`src/design/osaf_consts.svh`:
```
// timing and format constants of the oversampling average filter
`ifndef OSAF_CONSTS_SVH
`define OSAF_CONSTS_SVH
`define OSAF_NCH           8
`define OSAF_SAMPLE_W      14
`define OSAF_ACC_W         20
`define OSAF_LOG2_W        3
`define OSAF_CNT_W         6
`define OSAF_CLK_NS        5
`define OSAF_SAMPLE_PER_NS 5000
`define OSAF_SAMPLE_PER_CYC (`OSAF_SAMPLE_PER_NS / `OSAF_CLK_NS)
`define OSAF_PER_W         10
`define OSAF_RATIO_NONE    3'h0
`define OSAF_RATIO_64      3'h6
`define OSAF_RATIO_BAD     3'h7
`endif

```
`src/design/osaf_pkg.sv`:
```
// types of the oversampling average filter
`include "osaf_consts.svh"
package osaf_pkg;
   typedef logic signed [`OSAF_SAMPLE_W-1:0] osaf_sample_t;
   typedef logic signed [`OSAF_ACC_W-1:0]    osaf_acc_t;
   typedef struct packed {
      osaf_sample_t [`OSAF_NCH-1:0] ch;
   } osaf_frame_t;
   typedef enum logic [3:0] {
      OSAF_IDLE = 4'h1,
      OSAF_CONV = 4'h2,
      OSAF_GAP  = 4'h4,
      OSAF_OUT  = 4'h8
   } osaf_state_t;
endpackage : osaf_pkg

```
`src/design/osaf_filter.sv`:
```
// oversampling averaging filter in front of the eight converter channels
//
// Overview of operation
// - ratio_select 000 none, 001..110 averages 2..64
// - throughput falls with ratio; host respects it
// - first sample on trigger rising edge
// - remaining samples by internal strobes
// - average samples of each channel
// - one 14-bit word per channel per set
// - results are two's complement
`timescale 1ns/1ps
`default_nettype none
`include "osaf_consts.svh"
module osaf_filter (
   input  wire logic                          clk,
   input  wire logic                          rst,
   input  wire logic                          sample_trigger_a,
   input  wire logic                          sample_trigger_b,
   input  wire logic [2:0]                    ratio_select,
   output logic                               conv_start,
   input  wire logic                          conv_done,
   input  wire osaf_pkg::osaf_frame_t         conv_data,
   output logic                               busy,
   output logic                               out_valid,
   input  wire logic                          out_ready,
   output osaf_pkg::osaf_frame_t              out_data
);
   // ==========================================================
   // decoding
   // 111 is forbidden; falling back to single samples keeps output sane
   function automatic logic [`OSAF_LOG2_W-1:0] ratio_log2(input logic [2:0] code);
      if (code == `OSAF_RATIO_BAD) begin
         return `OSAF_RATIO_NONE;
      end
      return code;
   endfunction : ratio_log2

   // ==========================================================
   // pin synchronisers
   logic [2:0] sync_a_r;
   logic [2:0] sync_b_r;
   logic [2:0] sync_os0_r;
   logic [2:0] sync_os1_r;
   logic [2:0] sync_os2_r;
   logic       trig_lvl_r;
   logic       trig_lvl_nxt;
   logic [2:0] ratio_r;
   logic [2:0] ratio_nxt;

   always_comb begin
      trig_lvl_nxt = trig_lvl_r;
      ratio_nxt    = ratio_r;
      // triggers treated as one signal, both must agree high
      if (sync_a_r[1] == sync_a_r[2] && sync_b_r[1] == sync_b_r[2]) begin
         trig_lvl_nxt = sync_a_r[2] & sync_b_r[2];
      end
      if (sync_os0_r[1] == sync_os0_r[2]) begin
         ratio_nxt[0] = sync_os0_r[2];
      end
      if (sync_os1_r[1] == sync_os1_r[2]) begin
         ratio_nxt[1] = sync_os1_r[2];
      end
      if (sync_os2_r[1] == sync_os2_r[2]) begin
         ratio_nxt[2] = sync_os2_r[2];
      end
   end

   always_ff @(posedge clk) begin
      if (rst) begin
         sync_a_r   <= 3'h0;
         sync_b_r   <= 3'h0;
         sync_os0_r <= 3'h0;
         sync_os1_r <= 3'h0;
         sync_os2_r <= 3'h0;
         trig_lvl_r <= 1'h0;
         ratio_r    <= 3'h0;
      end else begin
         sync_a_r   <= {sync_a_r[1:0], sample_trigger_a};
         sync_b_r   <= {sync_b_r[1:0], sample_trigger_b};
         sync_os0_r <= {sync_os0_r[1:0], ratio_select[0]};
         sync_os1_r <= {sync_os1_r[1:0], ratio_select[1]};
         sync_os2_r <= {sync_os2_r[1:0], ratio_select[2]};
         trig_lvl_r <= trig_lvl_nxt;
         ratio_r    <= ratio_nxt;
      end
   end

   // ==========================================================
   // sequencer and accumulators
   osaf_pkg::osaf_state_t                  state_r;
   osaf_pkg::osaf_state_t                  state_nxt;
   logic                                   trig_prev_r;
   logic [`OSAF_LOG2_W-1:0]                lg_r;
   logic [`OSAF_LOG2_W-1:0]                lg_nxt;
   logic [`OSAF_CNT_W-1:0]                 cnt_r;
   logic [`OSAF_CNT_W-1:0]                 cnt_nxt;
   logic [`OSAF_PER_W-1:0]                 per_r;
   logic [`OSAF_PER_W-1:0]                 per_nxt;
   logic                                   conv_start_r;
   logic                                   conv_start_nxt;
   logic                                   busy_r;
   logic                                   busy_nxt;
   osaf_pkg::osaf_acc_t [`OSAF_NCH-1:0]    acc_r;
   osaf_pkg::osaf_acc_t [`OSAF_NCH-1:0]    acc_nxt;
   osaf_pkg::osaf_frame_t                  avg;
   logic                                   in_push;
   logic                                   in_ready;
   logic [`OSAF_CNT_W-1:0]                 last_cnt;

   assign last_cnt = `OSAF_CNT_W'((1 << lg_r) - 1);

   // decimation: sum over N shifted right by log2(N) fits 14 bits again
   for (genvar c = 0; c < `OSAF_NCH; c++) begin : g_avg
      osaf_pkg::osaf_acc_t shifted;
      assign shifted   = acc_r[c] >>> lg_r;
      assign avg.ch[c] = shifted[`OSAF_SAMPLE_W-1:0];
   end

   always_comb begin
      state_nxt      = state_r;
      lg_nxt         = lg_r;
      cnt_nxt        = cnt_r;
      acc_nxt        = acc_r;
      conv_start_nxt = 1'h0;
      in_push        = 1'h0;
      per_nxt        = (per_r == `OSAF_PER_W'(`OSAF_SAMPLE_PER_CYC - 1)) ? per_r : per_r + `OSAF_PER_W'(1);
      unique case (state_r)
         osaf_pkg::OSAF_IDLE: begin
            if (trig_lvl_r && !trig_prev_r) begin
               conv_start_nxt = 1'h1;
               lg_nxt         = ratio_log2(ratio_r);
               cnt_nxt        = '0;
               acc_nxt        = '0;
               per_nxt        = '0;
               state_nxt      = osaf_pkg::OSAF_CONV;
            end
         end
         osaf_pkg::OSAF_CONV: begin
            if (conv_done) begin
               for (int c = 0; c < `OSAF_NCH; c++) begin
                  acc_nxt[c] = acc_r[c] + `OSAF_ACC_W'(conv_data.ch[c]);
               end
               cnt_nxt   = cnt_r + `OSAF_CNT_W'(1);
               state_nxt = (cnt_r == last_cnt) ? osaf_pkg::OSAF_OUT : osaf_pkg::OSAF_GAP;
            end
         end
         osaf_pkg::OSAF_GAP: begin
            // spacing strobes one sample period apart bounds the set rate
            if (per_r == `OSAF_PER_W'(`OSAF_SAMPLE_PER_CYC - 1)) begin
               conv_start_nxt = 1'h1;
               per_nxt        = '0;
               state_nxt      = osaf_pkg::OSAF_CONV;
            end
         end
         osaf_pkg::OSAF_OUT: begin
            if (in_ready) begin
               in_push   = 1'h1;
               state_nxt = osaf_pkg::OSAF_IDLE;
            end
         end
      endcase
      busy_nxt = (state_nxt != osaf_pkg::OSAF_IDLE);
   end

   always_ff @(posedge clk) begin
      if (rst) begin
         state_r      <= osaf_pkg::OSAF_IDLE;
         trig_prev_r  <= 1'h0;
         lg_r         <= '0;
         cnt_r        <= '0;
         per_r        <= '0;
         acc_r        <= '0;
         conv_start_r <= 1'h0;
         busy_r       <= 1'h0;
      end else begin
         state_r      <= state_nxt;
         trig_prev_r  <= trig_lvl_r;
         lg_r         <= lg_nxt;
         cnt_r        <= cnt_nxt;
         per_r        <= per_nxt;
         acc_r        <= acc_nxt;
         conv_start_r <= conv_start_nxt;
         busy_r       <= busy_nxt;
      end
   end

   // ==========================================================
   // two-entry output buffer
   logic                  out_valid_r;
   logic                  out_valid_nxt;
   osaf_pkg::osaf_frame_t out_data_r;
   osaf_pkg::osaf_frame_t out_data_nxt;
   logic                  skid_valid_r;
   logic                  skid_valid_nxt;
   osaf_pkg::osaf_frame_t skid_data_r;
   osaf_pkg::osaf_frame_t skid_data_nxt;

   // the set stalls in OUT while the skid slot is taken
   assign in_ready = !skid_valid_r;

   always_comb begin
      out_valid_nxt  = out_valid_r;
      out_data_nxt   = out_data_r;
      skid_valid_nxt = skid_valid_r;
      skid_data_nxt  = skid_data_r;
      if (out_ready || !out_valid_r) begin
         if (skid_valid_r) begin
            out_valid_nxt  = 1'h1;
            out_data_nxt   = skid_data_r;
            skid_valid_nxt = 1'h0;
         end else begin
            out_valid_nxt = in_push;
            if (in_push) begin
               out_data_nxt = avg;
            end
         end
      end else if (in_push) begin
         skid_valid_nxt = 1'h1;
         skid_data_nxt  = avg;
      end
   end

   always_ff @(posedge clk) begin
      if (rst) begin
         out_valid_r  <= 1'h0;
         out_data_r   <= '0;
         skid_valid_r <= 1'h0;
         skid_data_r  <= '0;
      end else begin
         out_valid_r  <= out_valid_nxt;
         out_data_r   <= out_data_nxt;
         skid_valid_r <= skid_valid_nxt;
         skid_data_r  <= skid_data_nxt;
      end
   end

   assign conv_start = conv_start_r;
   assign busy       = busy_r;
   assign out_valid  = out_valid_r;
   assign out_data   = out_data_r;
endmodule : osaf_filter
`default_nettype wire

```
`config.mk`:
```
export PLATFORM = sky130hd
export DESIGN_NAME = osaf_filter
export DESIGN_NICKNAME = d
export VERILOG_FILES = /design/src/design/osaf_pkg.sv /design/src/design/osaf_filter.sv
export VERILOG_INCLUDE_DIRS = /design/src /design/src/design
export SDC_FILE = /design/constraint.sdc
export NUM_CORES = 1
export LEC_CHECK = 0
export BUFFER_PORTS_ARGS = -buffer_cell sky130_fd_sc_hd__buf_2
export CAP_MARGIN = 10
export CORE_AREA = 2 2 302 304
export CTS_BUF_LIST = sky130_fd_sc_hd__clkbuf_16
export CTS_CLUSTER_DIAMETER = 40
export DETAILED_ROUTE_END_ITERATION = 12
export DIE_AREA = 0 0 304 306
export HOLD_SLACK_MARGIN = 0.05
export PLACE_DENSITY_LB_ADDON = 0.2
export SLEW_MARGIN = 40
export SYNTH_ARGS = -nofsm -noshare
export SYNTH_HDL_FRONTEND = slang
export SYNTH_SLANG_ARGS = --single-unit
```
`constraint.sdc`:
```
create_clock -name clk -period 2.9 [get_ports clk]
set_input_delay 0.145 -clock clk [delete_from_list [all_inputs] [get_ports clk]]
set_output_delay 0.145 -clock clk [all_outputs]
set_load 0.005 [all_outputs]
```
-- Yosys cells after proc, flatten, opt, wreduce, memory -nomap -nowiden
Index checks and enable logic that the tools add are counted.
- add/subtract/negate cells: 11
- bitwise operators: 2
- shift-type cells: 9
- equal/unequal tests: 15
- multiplexer cells: 29
- reduce and logical (&&, ||, !) cells: 12
- operators with widths (kind ; number):
    two-way mux 160 bit ; 2
    one-hot mux 160 bit (2 select lines) ; 1
    two-way mux 112 bit ; 2
    adder 20 x 14 -> 20 bit ; 8
    >>> shifter 20 x 3 -> 14 bit ; 8
    two-way mux 10 bit ; 3
    two-way mux 4 bit ; 5
    one-hot mux 10 bit (2 select lines) ; 1
    one-hot mux 4 bit (4 select lines) ; 1
    two-way mux 6 bit ; 2
    one-hot mux 6 bit (2 select lines) ; 1
    adder 10 x 1 -> 10 bit, second input constant ; 1
    == test 10 bit, second input constant ; 1
    two-way mux 1 bit ; 8
    adder 6 x 1 -> 6 bit, second input constant ; 1
    == test 6 bit ; 1
    two-way mux 3 bit ; 2
    AND reduction 2 bit ; 3
    left shift 1 x 3 -> 6 bit, first input constant ; 1
    subtractor 6 x 2 -> 6 bit, second input constant ; 1
    == test 1 bit ; 5
    == test 4 x 1 -> 1 bit, second input constant ; 1
    == test 4 x 2 -> 1 bit, second input constant ; 1
    == test 4 x 3 -> 1 bit, second input constant ; 1
    other kinds (13) ; 17
- input bits: 121
- flip-flop bits (word level): 431
- output and inout bits: 115
- word-level logic and storage cells: 120

-- Logic depth before layout (Yosys ltp)
Gate-level depths: netlist (run 1).
- depth in word-level cells: 7
- gate-level depth with buffers: 14
- mapped depth without buffers: 11

-- Worst setup path after synthesis (run 1)
Ideal clock, no wire load.
- kind: register to register
- start: register acc_r[0] (netlist name)
- end: register acc_r[12] (netlist name)
- clock period less this slack: 2.720 ns
- buffers on the path: 0
- required time: 2.772 ns
- library setup time: 0.128 ns
- data arrival time: 2.592 ns
- setup slack: 0.180 ns
- cell stages (with the launch flop): 12
- cell sequence: dfxtp_1 > ha_1 > fa_1 > a21o_1 > a21oi_1 > o21bai_1 > a2111o_1 > a41oi_1 > nor2_1 > a211oi_1 > xor2_1 > o21ai_0
- cells in the longest elaborated chain, start to end: 3
- RTL lines (item ; line ; source):
    start, declared ; osaf_filter.sv:103 ; osaf_pkg::osaf_acc_t [`OSAF_NCH-1:0] acc_r;
    start signal, assigned ; osaf_filter.sv:181 ; acc_r <= acc_nxt;
    adder 20 x 14 -> 20 bit ; osaf_filter.sv:141 ; acc_nxt[c] = acc_r[c] + `OSAF_ACC_W'(conv_data.ch[c]);
    two-way mux 160 bit ; osaf_filter.sv:139 ; if (conv_done) begin
    one-hot mux 160 bit (2 select lines) ; osaf_filter.sv:127 ; unique case (state_r)
No other way between the ends. The select of a mux whose other input is x is not followed.
A chain may end at the register's enable or synchronous reset.

-- Worst setup path after layout (run 1)
- start: register acc_r[80] (netlist name)
- end: register acc_r[96] (netlist name)
Same word-level chain as after synthesis.

==> results by group, run 1 <==
Synth
  • Complex-gate fraction of the synthesized area: 0.239
  • Main combinational cell family by area after synthesis: compound AO/OA/AOI/OAI gates
  • Yosys cell types: between 70 and 80
  • Syn Nets: 3602
  • Ys Warns: 0
  • Async set-reset flop share out of synthesis: 0
  • Syn Area/Cell: 8.06 sq um
  • Mapped cell area: 0.0267 sq mm
  • EDFF count, synth: 0
  • Synth area leaders: dfxtp_1, nand2_1, ha_1
  • Mux cell area share after synthesis: 0.107
  • Count leader, synth: nand2_1
  • Register area share after synthesis: 0.323
  • Syn Inst Count: 3317
  • Synth area leader: dfxtp_1
  • Area share of the largest cell type after synthesis: 0.323
  • Adder-cell share of the synthesized area: 0.0790
  • Top FF cell, synth: dfxtp_1
  • Synth Register Bits: between 400 and 500
  • XOR/XNOR share of the synthesized area: 0.0462
  • Synth Area in Simple Gates: 0.169
  • Synth top cells by count: nand2_1, dfxtp_1, nor2_1

Setup path
  • CP max FO: 2
  • Crit path DAT: about 3300 ps
  • Critical Path End Type: register
  • Crit Path Category: reg2reg
  • WP data required: 3430 ps
  • Startpoint Class: register

Pwr
  • Design Power: approximately 17 mW
  • PD cells: 511 mW/mm^2
  • Max IR drop VDD: just under 0.4 mV
  • Pleak: around 14 nW

Clocking
  • Clk buf depth: 3
  • Clock Sinks: 431
  • Cts bufs inserted: 92
  • Clk slew on worst S/H paths: 50 ps
  • CTS H-tree lvls: 3
  • CTS tree: yes
  • Worst-Skew Late Latency: 650 ps
  • Cell at the root of the clock tree: clkbuf_16

Placement
  • Placer Congestion: approximately 0.84
  • DP Area: 0.0296 sq mm
  • Dpl ws: -22.6 ps
  • Post-DP HPWL: ~65000 um
  • # port buffers: 235

Floorplan
  • Die Area: 0.0930 sq mm
  • Starting density of the core: 0.298
  • Die height: 306 um
  • Die X: 304 um
  • Core Box Area: 0.0896 sq mm
  • I/O pin cnt: 236
  • Row count: 110

Timing
  • WHS: between 70 and 80 ps
  • RSZ-0062 raised after global routing: yes
  • Tcrit/Tclk final: 0.953
  • Slew Limit Fails: 0
  • Max transition margin: 0.476
  • Clk_skew: 33.7 ps
  • Final worst setup slack: 136 ps
  • Period minus WS final: 2760 ps
  • FMAX: 0.362 GHz
  • Worst slew pin tran: 786 ps
  • Hold Vio Cnt, Final: 0
  • # setup viols final: 0

Routing
  • 1st-iter DRT viols: 1709
  • Router iterations before antenna repair: 5
  • WL per Instance: 18.1 um
  • Vias after detailed routing: 24600
  • Final wirelength: 87600 um
  • Post-DRT Antenna Nets: 0
  • # DRC: 0
  • Via-to-Cell Ratio: 5.09

Finish
  • Share of cells above drive strength 1: 0.165
  • Area grow syn2layout: 24.3%
  • Nets@finish: between 3000 and 4000
  • Post-Layout Inst Area: 0.0332 sq mm

Global route
  • GR peak layer: met1
  • All-layer global routing usage: 0.184
  • Met1 Usage GRT: 0.295
  • Vias in the first global route: 22700
  • Met2 Use GR: 0.250
  • GRT Residual Overflow: 0
  • Initial antenna violation count: 6
  • Global-route wire length before repair: 136000 um
  • Met3 Track Usage GR: 0.0262
  • Pin count of the biggest net entering global routing: 225

Outcome
  • Status: completed

Hold path
  • Hold Path Class: in2reg

Run
  • Count of max-cap constraint violations: 0
-- state kept, by name, summed over array words and instances, names as in the netlist, 4 cells and up --
name / count
acc_r: 160
per_r: 10
cnt_r: 6
state_r: 4
skid_data_r: 112
out_data: 112
-- cells in the final DEF (no fill, tap or decap), drive strengths merged, types with 11 or more instances in the layout --
cell,instances
nand2,546
nor3,34
xnor2,65
o211ai,14
xor2,76
and3,17
dlygate4sd3,50
inv,61
nand2b,14
buf,336
and2,11
mux2i,127
a211oi,169
dfxtp,431
mux2,31
nor2,315
ha,156
nand3,48
nor2b,48
o21ai,304
o21a,16
mux4,55
a21o,63
clkbuf,93
clkinv,40
a21oi,309
a22oi,62
o21bai,13
-- power by group --
group,internal [mW],total (mW),switching [mW]
Sequential,5.95,5.95,0.00720
Clock,6.73,10.3,3.60
Combinational,0.285,0.709,0.424
Total,13.0,17.0,4.03
-- path summary, 6_finish.rpt --
path / startpoint / end / slack [ps] / cells after the start
worst max register to register: acc_r[80]$_SDFFE_PP0P_ / acc_r[96]$_SDFFE_PP0P_ / 140 / 11
worst min-delay path: conv_data[37] / acc_r[49]$_SDFFE_PP0P_ / 80 / 4
worst max-delay path: acc_r[80]$_SDFFE_PP0P_ / acc_r[96]$_SDFFE_PP0P_ / 140 / 11
worst min register to register: out_data[32]$_SDFFE_PP0P_ / out_data[32]$_SDFFE_PP0P_ / 440 / 2
-- cells by family (layout without fill, tap and decap cells) --
kind of cell / Yosys count / in the layout
mux: 213 / 213
xor+xnor: 141 / 141
other cells: 0 / 1
fa+ha+maj: 164 / 164
compound gates: 1036 / 1036
flops: 431 / 431
simple gates: 1076 / 1076
buf+inv: 256 / 592
-- per-stage QoR --
stage	cells	TNS [ps]	util
finish	4830	0	0.371
global route	4829	-28.3	0.371
CTS	4825	0	0.370
detailed placement	4608	-22.6	0.330
global placement	4607	-52.3	0.330
floorplan	3317	0	-
-- per-layer routing --
metal  routed length, um  up-vias
met5                   7        -
met4                1480        2
met3                3780       99
met2               34300      472
met1               48000    11500
li1                    -    12500
-- worst max-delay path, stage by stage (launching register included) --
cell       delay, ps
dfxtp_1          300
ha_1             200
fa_1             420
a21oi_2          200
o21ai_2          140
a2111oi_4        370
o41ai_2          180
a311oi_2         320
o21ai_0          110
a21oi_1          180
xor2_1           160
o21ai_1           70
-- repair_timing --
item | 4_1_cts | 5_1_grt
endpoints found under the setup margin | 2 | 14
pin swaps | 1 | 5
hold buffers | 50 | 0
setup buffers | 0 | 3
resized for setup | 1 | 14
endpoints found under the hold margin | 79 | 0
-- layout make-up --
class                      count  area [sq um]
antenna                        1          2.50
clock buffer                  93          2330
clock inverter                74           718
fill                        9362         56400
inverter                      39           148
multi-input combinational   2630         17300
sequential                   431          8640
tap                         1176          1470
timing repair buffer         386          2670
Note: power is estimated with default switching activity, not from simulation.
==> run 2: changes to the inputs <==
Settings changed: ABC_AREA set to 1, CORE_AREA 2 2 302 304 to 2 2 319 321, DIE_AREA 0 0 304 306 to 0 0 321 323.
==> run 2 against run 1 <==
Final area up 9.6%. Power up 7.0%. Register-to-register slack better by 80 ps. Critical path type unchanged. Die area up 11%. Maximum frequency up 3.0%. Largest cell class unchanged. Clock power up 11%. Non-clock buffer count down 14.
==> results by group, run 2 <==
Routing
  • Post-DRT Antenna Nets: 0 (unchanged)
  • Met3 wire len: 6570 um (+74%)
  • Routed wl met2: 46400 um (+35%)
  • Vias after detailed routing: 32600 (+32%)
  • Met1 wire length: 59200 um (+23%)
  • WL per Instance: 17.4 um (-4.1%)
  • # DRC: 0 (unchanged)
  • 1st-iter DRT viols: 2596 (+52%)
  • Highest routed layer: met5
  • Via-to-Cell Ratio: 4.94 (-3.0%)
  • Router iterations before antenna repair: 5 (unchanged)
  • Final wirelength: 115000 um (+31%)

Timing
  • Worst slew pin tran: 837 ps (+51.5 ps)
  • Hold Vio Cnt, Final: 0 (unchanged)
  • Tcrit/Tclk final: 0.925 (-0.0281)
  • # setup viols final: 0 (unchanged)
  • Clk_skew: 28.5 ps (-5.16 ps)
  • Max transition margin: 0.442 (-0.0343)
  • Period minus WS final: 2680 ps (-81.4 ps)
  • FMAX: 0.373 GHz (+3.0%)
  • Setup_tns: 0 ps (unchanged)
  • RSZ-0062 raised after global routing: no
  • Slew Limit Fails: 0 (unchanged)

Synth
  • Syn Nets: 5242 (+46%)
  • Area share of the largest cell type after synthesis: 0.289 (-0.0335)
  • EDFF count, synth: 0 (unchanged)
  • Syn Area/Cell: 6.02 sq um (-25%)
  • Main combinational cell family by area after synthesis: simple AND/OR/NAND/NOR gates
  • Synth top cells by count: nand2_1, a21oi_1, inv_1
  • Mapped cell area: 0.0298 sq mm (+12%)
  • Synth area leaders: dfxtp_1, nand2_1, a21oi_1
  • Top FF cell, synth: dfxtp_1
  • Synth area leader: dfxtp_1
  • Ys Warns: 0 (unchanged)
  • XOR/XNOR share of the synthesized area: 0.00851 (-0.0377)
  • Adder-cell share of the synthesized area: 0.0708 (-0.00819)
  • Syn Inst Count: 4957 (+49%)
  • Complex-gate fraction of the synthesized area: 0.185 (-0.0540)
  • Register area share after synthesis: 0.289 (-0.0335)
  • Synth Register Bits: 431 (unchanged)
  • Async set-reset flop share out of synthesis: 0 (unchanged)
  • Mux cell area share after synthesis: 0.00604 (-0.101)
  • Synth Area in Simple Gates: 0.342 (+0.173)
  • Yosys cell types: 42 (-44%)
  • Count leader, synth: nand2_1

Finish
  • Max FFs per register: 160 (unchanged)
  • Post-layout util: 0.362 (-0.00936)
  • Area grow syn2layout: 22.1%
  • Share of cells above drive strength 1: 0.0935 (-0.0713)
  • Commonest cells after routing, fill and taps aside: nand2_1, a21oi_1, inv_1
  • Commonest non-fill, non-tap cell in the layout: nand2_1
  • Nets@finish: 5484 (+42%)
  • Most flop-heavy register: acc_r

Clocking
  • Cts bufs inserted: 96 (+4.3%)
  • Clock Sinks: 431 (unchanged)
  • Clk slew on worst S/H paths: 50 ps (about the same)
  • Post-CTS Setup Bufs: 0 (unchanged)
  • CTS tree: yes
  • Worst-Skew Late Latency: 660 ps (about the same)
  • Clk buf depth: 3 (unchanged)
  • Cell at the root of the clock tree: clkbuf_16
  • CTS H-tree lvls: 3 (unchanged)

Setup path
  • CP max stage delay: 570 ps (+150 ps)
  • WP buf/inv: 4 (+4)
  • CP max FO: 56 (+54)
  • CP delay by family, top: buffers and inverters
  • Startpoint Class: register
  • Slowest-stage cell, CP: dlygate4sd3_1
  • WP data required: 3500 ps (+70 ps)
  • Crit path DAT: 3280 ps (-20 ps)
  • Crit Path Category: reg2reg
  • Critical Path End Type: register
  • Crit path cell chain: nor2_1, inv_1, nor3_2, nand2_2, nand2_4, inv_6, buf_4, nand2_1, a21oi_1, dlygate4sd3_1

Global route
  • Vias in the first global route: 29800 (+32%)
  • Pin count of the biggest net entering global routing: 121 (-46%)
  • All-layer global routing usage: 0.215 (+0.0306)
  • Global-route wire length before repair: 175000 um (+29%)
  • GRT Residual Overflow: 0 (unchanged)
  • Initial antenna violation count: 4 (-2)

Floorplan
  • Die height: 323 um (+5.6%)
  • Starting density of the core: 0.296 (-0.00223)
  • Core Box Area: 0.101 sq mm (+12%)
  • Row count: 117 (+6.4%)
  • Die X: 321 um (+5.6%)
  • Die Area: 0.104 sq mm (+11%)
  • I/O pin cnt: 236 (unchanged)

Pwr
  • Pleak: 17.7 nW (+31%)
  • Design Power: 18.2 mW (+7.0%)
  • PD cells: 499 mW/mm^2 (-2.4%)
  • Max IR drop VDD: 0.348 mV (-10%)

Placement
  • Post-DP HPWL: 83900 um (+29%)
  • Placer Congestion: 0.899 (+6.5%)
  • # port buffers: 235 (unchanged)

Hold path
  • Hold Path Class: in2reg

Outcome
  • Status: completed

Run
  • Count of max-cap constraint violations: 0 (unchanged)
-- run 2: changes by cell type after synthesis, moves of 152 or more --
cell | previous run | this run
a211oi_1 | 169 | 9
a21oi_1 | 309 | 554
inv_1 | 35 | 484
nand2_1 | 546 | 1620
nand3_1 | 48 | 288
nor2_1 | 315 | 467
-- run 2: final timing paths --
check	depth (start not counted)	from	slack (ps)	endpoint
setup reg to reg	10	state_r[3]$_SDFF_PP0_	220	acc_r[140]$_SDFFE_PP0P_
setup / recovery	10	state_r[3]$_SDFF_PP0_	220	acc_r[140]$_SDFFE_PP0P_
hold reg to reg	2	sync_os1_r[0]$_SDFF_PP0_	410	sync_os1_r[1]$_SDFF_PP0_
hold / removal	5	conv_data[68]	80	acc_r[92]$_SDFFE_PP0P_
-- run 2: final cells by class --
cell class	instances	area, sq um
timing repair buffer	372	2610
tap	1309	1640
inverter	493	1860
fill	11200	64300
multi-input combinational	3805	18300
sequential	431	8640
clock buffer	98	2450
clock inverter	82	931
antenna	1	2.50
-- run 2: cell families after synthesis --
kind of cell / Yosys count
adders and majority gates: 164
DFF: 431
buffers and inverters: 721
AOI/OAI and AO/OA: 1080
xor gates and xnor gates: 29
and+or+nand+nor: 2514
muxes: 18
-- run 2: where the power goes --
group / leakage, nW / switching, mW / total (mW) / internal (mW)
clock: 1.67 / 3.84 / 11.4 / 7.59
combinational: 12.6 / 0.503 / 0.803 / 0.300
sequential: 3.48 / 0.00712 / 5.95 / 5.94
-- run 2: worst register-to-register path, cell delays in order, from the launching register on --
cell and delay (ps):
dfxtp_1 400, nor2_1 90, inv_1 70, nor3_2 50, nand2_2 170, nand2_4 130, inv_6 400, buf_4 520
nand2_1 100, a21oi_1 130, dlygate4sd3_1 570
-- run 2: per-stage QoR --
stage | cell area [sq um] | hold slack, ps | setup WS (ps) | cells
after global placement | 32200 | 370 | 121 | 6325
after CTS | 36400 | 50.5 | 81.3 | 6589
final | 36400 | 80.9 | 217 | 6591
after floorplan | 29800 | 252 | 980 | 4957
after detailed placement | 32200 | 371 | 139 | 6325
after global routing | 36400 | 98.9 | 45.9 | 6590
-- run 2: repair_timing --
action,CTS,global route
hold buffers,84,0
gates resized for setup,0,2
endpoints found under the setup margin,0,2
hold endpoints to repair,132,0
-- run 2: routing by layer --
| metal | vias to the layer above | GRT usage |
|---|---|---|
| li1 | 16600 | - |
| met1 | 15000 | 0.327 |
| met2 | 830 | 0.309 |
| met3 | 151 | 0.0334 |
| met4 | 4 | 0.0563 |
| met5 | - | 0 |
==> run 3: changes to the inputs <==
Settings changed: CORE_AREA 2 2 319 321 to 2 2 243 245, DIE_AREA 0 0 321 323 to 0 0 245 247.
==> run 3 against run 2 <==
Maximum frequency is 14% higher. Non-clock buffer count is 54 lower. Setup slack better by 340 ps. Via count is 0.44% higher. Register-to-register slack better by 340 ps. Sequential cell count stayed put. Critical path type unchanged. Final area is 5.3% lower. Hold slack worse by 16 ps. Clock-buffer cell count is 19 lower. Sequential power hardly changed.
==> results by group, run 3 (synthesized netlist as in run 2, its figures left out) <==
Outcome
  • Status: completed

Clocking
  • Cell at the root of the clock tree: clkbuf_16
  • Clock Sinks: 431 (unchanged)
  • Worst-Skew Late Latency: 610 ps (-50 ps)
  • Post-CTS Hold Buffers: 40 (-52%)
  • Clk buf depth: 3 (unchanged)
  • Post-CTS Setup Bufs: 0 (unchanged)
  • CTS tree: yes
  • Clk slew on worst S/H paths: 50 ps (about the same)
  • Cts bufs inserted: 79 (-18%)
  • Cts repair resizes: 0 (unchanged)
  • CTS H-tree lvls: 3 (unchanged)

Floorplan
  • Die X: 245 um (-24%)
  • Row count: 89 (-24%)
  • I/O pin cnt: 236 (unchanged)
  • Core Box Area: 0.0582 sq mm (-42%)
  • Starting density of the core: 0.512 (+0.216)
  • Die Area: 0.0605 sq mm (-42%)
  • Die height: 247 um (-24%)

Timing
  • Tcrit/Tclk final: 0.809 (-0.116)
  • Slew Limit Fails: 0 (unchanged)
  • WHS: 64.7 ps (-16.2 ps)
  • Clk_skew: 20.9 ps (-7.61 ps)
  • RSZ-0062 raised after global routing: no
  • Worst slew pin tran: 876 ps (+38.3 ps)
  • Setup_tns: 0 ps (unchanged)
  • Max transition margin: 0.416 (-0.0255)
  • FMAX: 0.426 GHz (+14%)
  • # setup viols final: 0 (unchanged)
  • Period minus WS final: 2340 ps (-338 ps)
  • Hold Vio Cnt, Final: 0 (unchanged)

Setup path
  • Crit path DAT: 2850 ps (-430 ps)
  • Crit Path Category: reg2reg
  • CP max FO: 50 (-11%)
  • WP data required: 3410 ps (-90 ps)
  • Reg2Reg Capture Point: skid_data_r[1]$_SDFFE_PP0P_
  • Depth of the most critical reg-to-reg path: 8 (-2)
  • Critical Path End Type: register
  • Worst reg2reg path startpoint: lg_r[0]$_SDFFE_PP0P_
  • Startpoint Class: register
  • R2R setup slack: 560 ps (+340 ps)

Global route
  • All-layer global routing usage: 0.327 (+0.112)
  • Pin count of the biggest net entering global routing: 168 (+39%)
  • Initial antenna violation count: 7 (+3)
  • Vias in the first global route: 28600 (-4.0%)
  • GRT Residual Overflow: 0 (unchanged)
  • Global-route wire length before repair: 157000 um (-10%)

Placement
  • Placer Congestion: 0.956 (+6.3%)
  • # port buffers: 235 (unchanged)
  • Post-DP HPWL: 74200 um (-12%)

Routing
  • Post-DRT Antenna Nets: 0 (unchanged)
  • # DRC: 0 (unchanged)
  • 1st-iter DRT viols: 3318 (+28%)
  • Final wirelength: 101000 um (-11%)
  • Router iterations before antenna repair: 6 (+1)
  • Via-to-Cell Ratio: 5.48 (+11%)
  • Vias after detailed routing: 32700 (+0.44%)
  • WL per Instance: 17.0 um (-2.2%)

Hold path
  • Hold depth: 5 (unchanged)
  • Min-delay src: conv_data[26]
  • Hold Path Class: in2reg
  • Endpoint of the worst hold path: acc_r[32]$_SDFFE_PP0P_

Finish
  • Share of cells above drive strength 1: 0.0878 (-0.00572)
  • Commonest cells after routing, fill and taps aside: nand2_1, a21oi_1, inv_1
  • Most flop-heavy register: acc_r
  • Commonest non-fill, non-tap cell in the layout: nand2_1
  • Area grow syn2layout: 15.7%
  • Nets@finish: 5413 (-1.3%)
  • Antenna Cells: 0 (-1)
  • Max FFs per register: 160 (unchanged)

Pwr
  • Design Power: 15.9 mW (-13%)
  • PD cells: 461 mW/mm^2 (-7.6%)
  • Pleak: 17.1 nW (-3.6%)
  • Max IR drop VDD: 0.423 mV (+22%)

Run
  • Count of max-cap constraint violations: 0 (unchanged)
-- run 3: cell count changes in the layout (fill, tap and decap cells not counted), sizes merged --
cell / before / now
buf: 287 / 277
clkbuf: 99 / 80
clkinvlp: 8 / 13
diode: 1 / 0
bufinv: 16 / 8
clkinv: 42 / 29
dlygate4sd3: 84 / 40
-- run 3: area by class of cell --
cell class                 instances  area [sq um]
sequential                       431          8640
clock inverter                    66           689
clock buffer                      79          1980
inverter                         493          1860
multi-input combinational       3805         18300
tap                              773           967
timing repair buffer             318          2080
fill                            5786         23700
-- run 3: stage by stage --
step	util	cells	cell area [sq um]	setup slack, ps
floorplan	-	4957	29800	980
global placement	0.540	5780	31400	632
detailed placement	0.540	5780	31400	630
CTS	0.592	5965	34500	639
global route	0.592	5965	34500	414
finish	0.592	5965	34500	555
-- run 3: report_power, final --
| part | switching [mW] | internal, mW | total [mW] | leakage, nW |
|---|---|---|---|---|
| combinational | 0.472 | 0.265 | 0.738 | 12.3 |
| sequential | 0.00738 | 5.94 | 5.95 | 3.48 |
| clock | 3.43 | 5.79 | 9.23 | 1.28 |
| total | 3.91 | 12.0 | 15.9 | 17.1 |
-- run 3: layer usage --
metal	GRT usage	share of wire	vias to the layer above
li1	-	-	16400
met1	0.494	0.48	14700
met2	0.457	0.40	1383
met3	0.0818	0.11	132
met4	0.0803	0.018	12
met5	0	0.00080	-
-- run 3: worst max-delay path by stage --
stage                                     from                          end  slack (ps)  cells after the start
final                     lg_r[0]$_SDFFE_PP0P_  skid_data_r[1]$_SDFFE_PP0P_         560                      8
after floorplan           lg_r[0]$_SDFFE_PP0P_              busy$_SDFF_PP0_         980                     14
after CTS                 lg_r[0]$_SDFFE_PP0P_  skid_data_r[1]$_SDFFE_PP0P_         640                      8
after global placement    lg_r[0]$_SDFFE_PP0P_  skid_data_r[1]$_SDFFE_PP0P_         630                      8
after global routing      lg_r[0]$_SDFFE_PP0P_    out_data[22]$_SDFFE_PP0P_         410                      7
after detailed placement  lg_r[0]$_SDFFE_PP0P_  skid_data_r[1]$_SDFFE_PP0P_         630                      8
-- run 3: critical path, stage by stage, from the launching register on --
cell and delay (ps):
dfxtp_4 470, clkinv_2 320, buf_12 290, o21ai_0 210, nand2_1 70, o21ai_1 260
o21ai_0 340, o21ai_1 220, inv_1 50
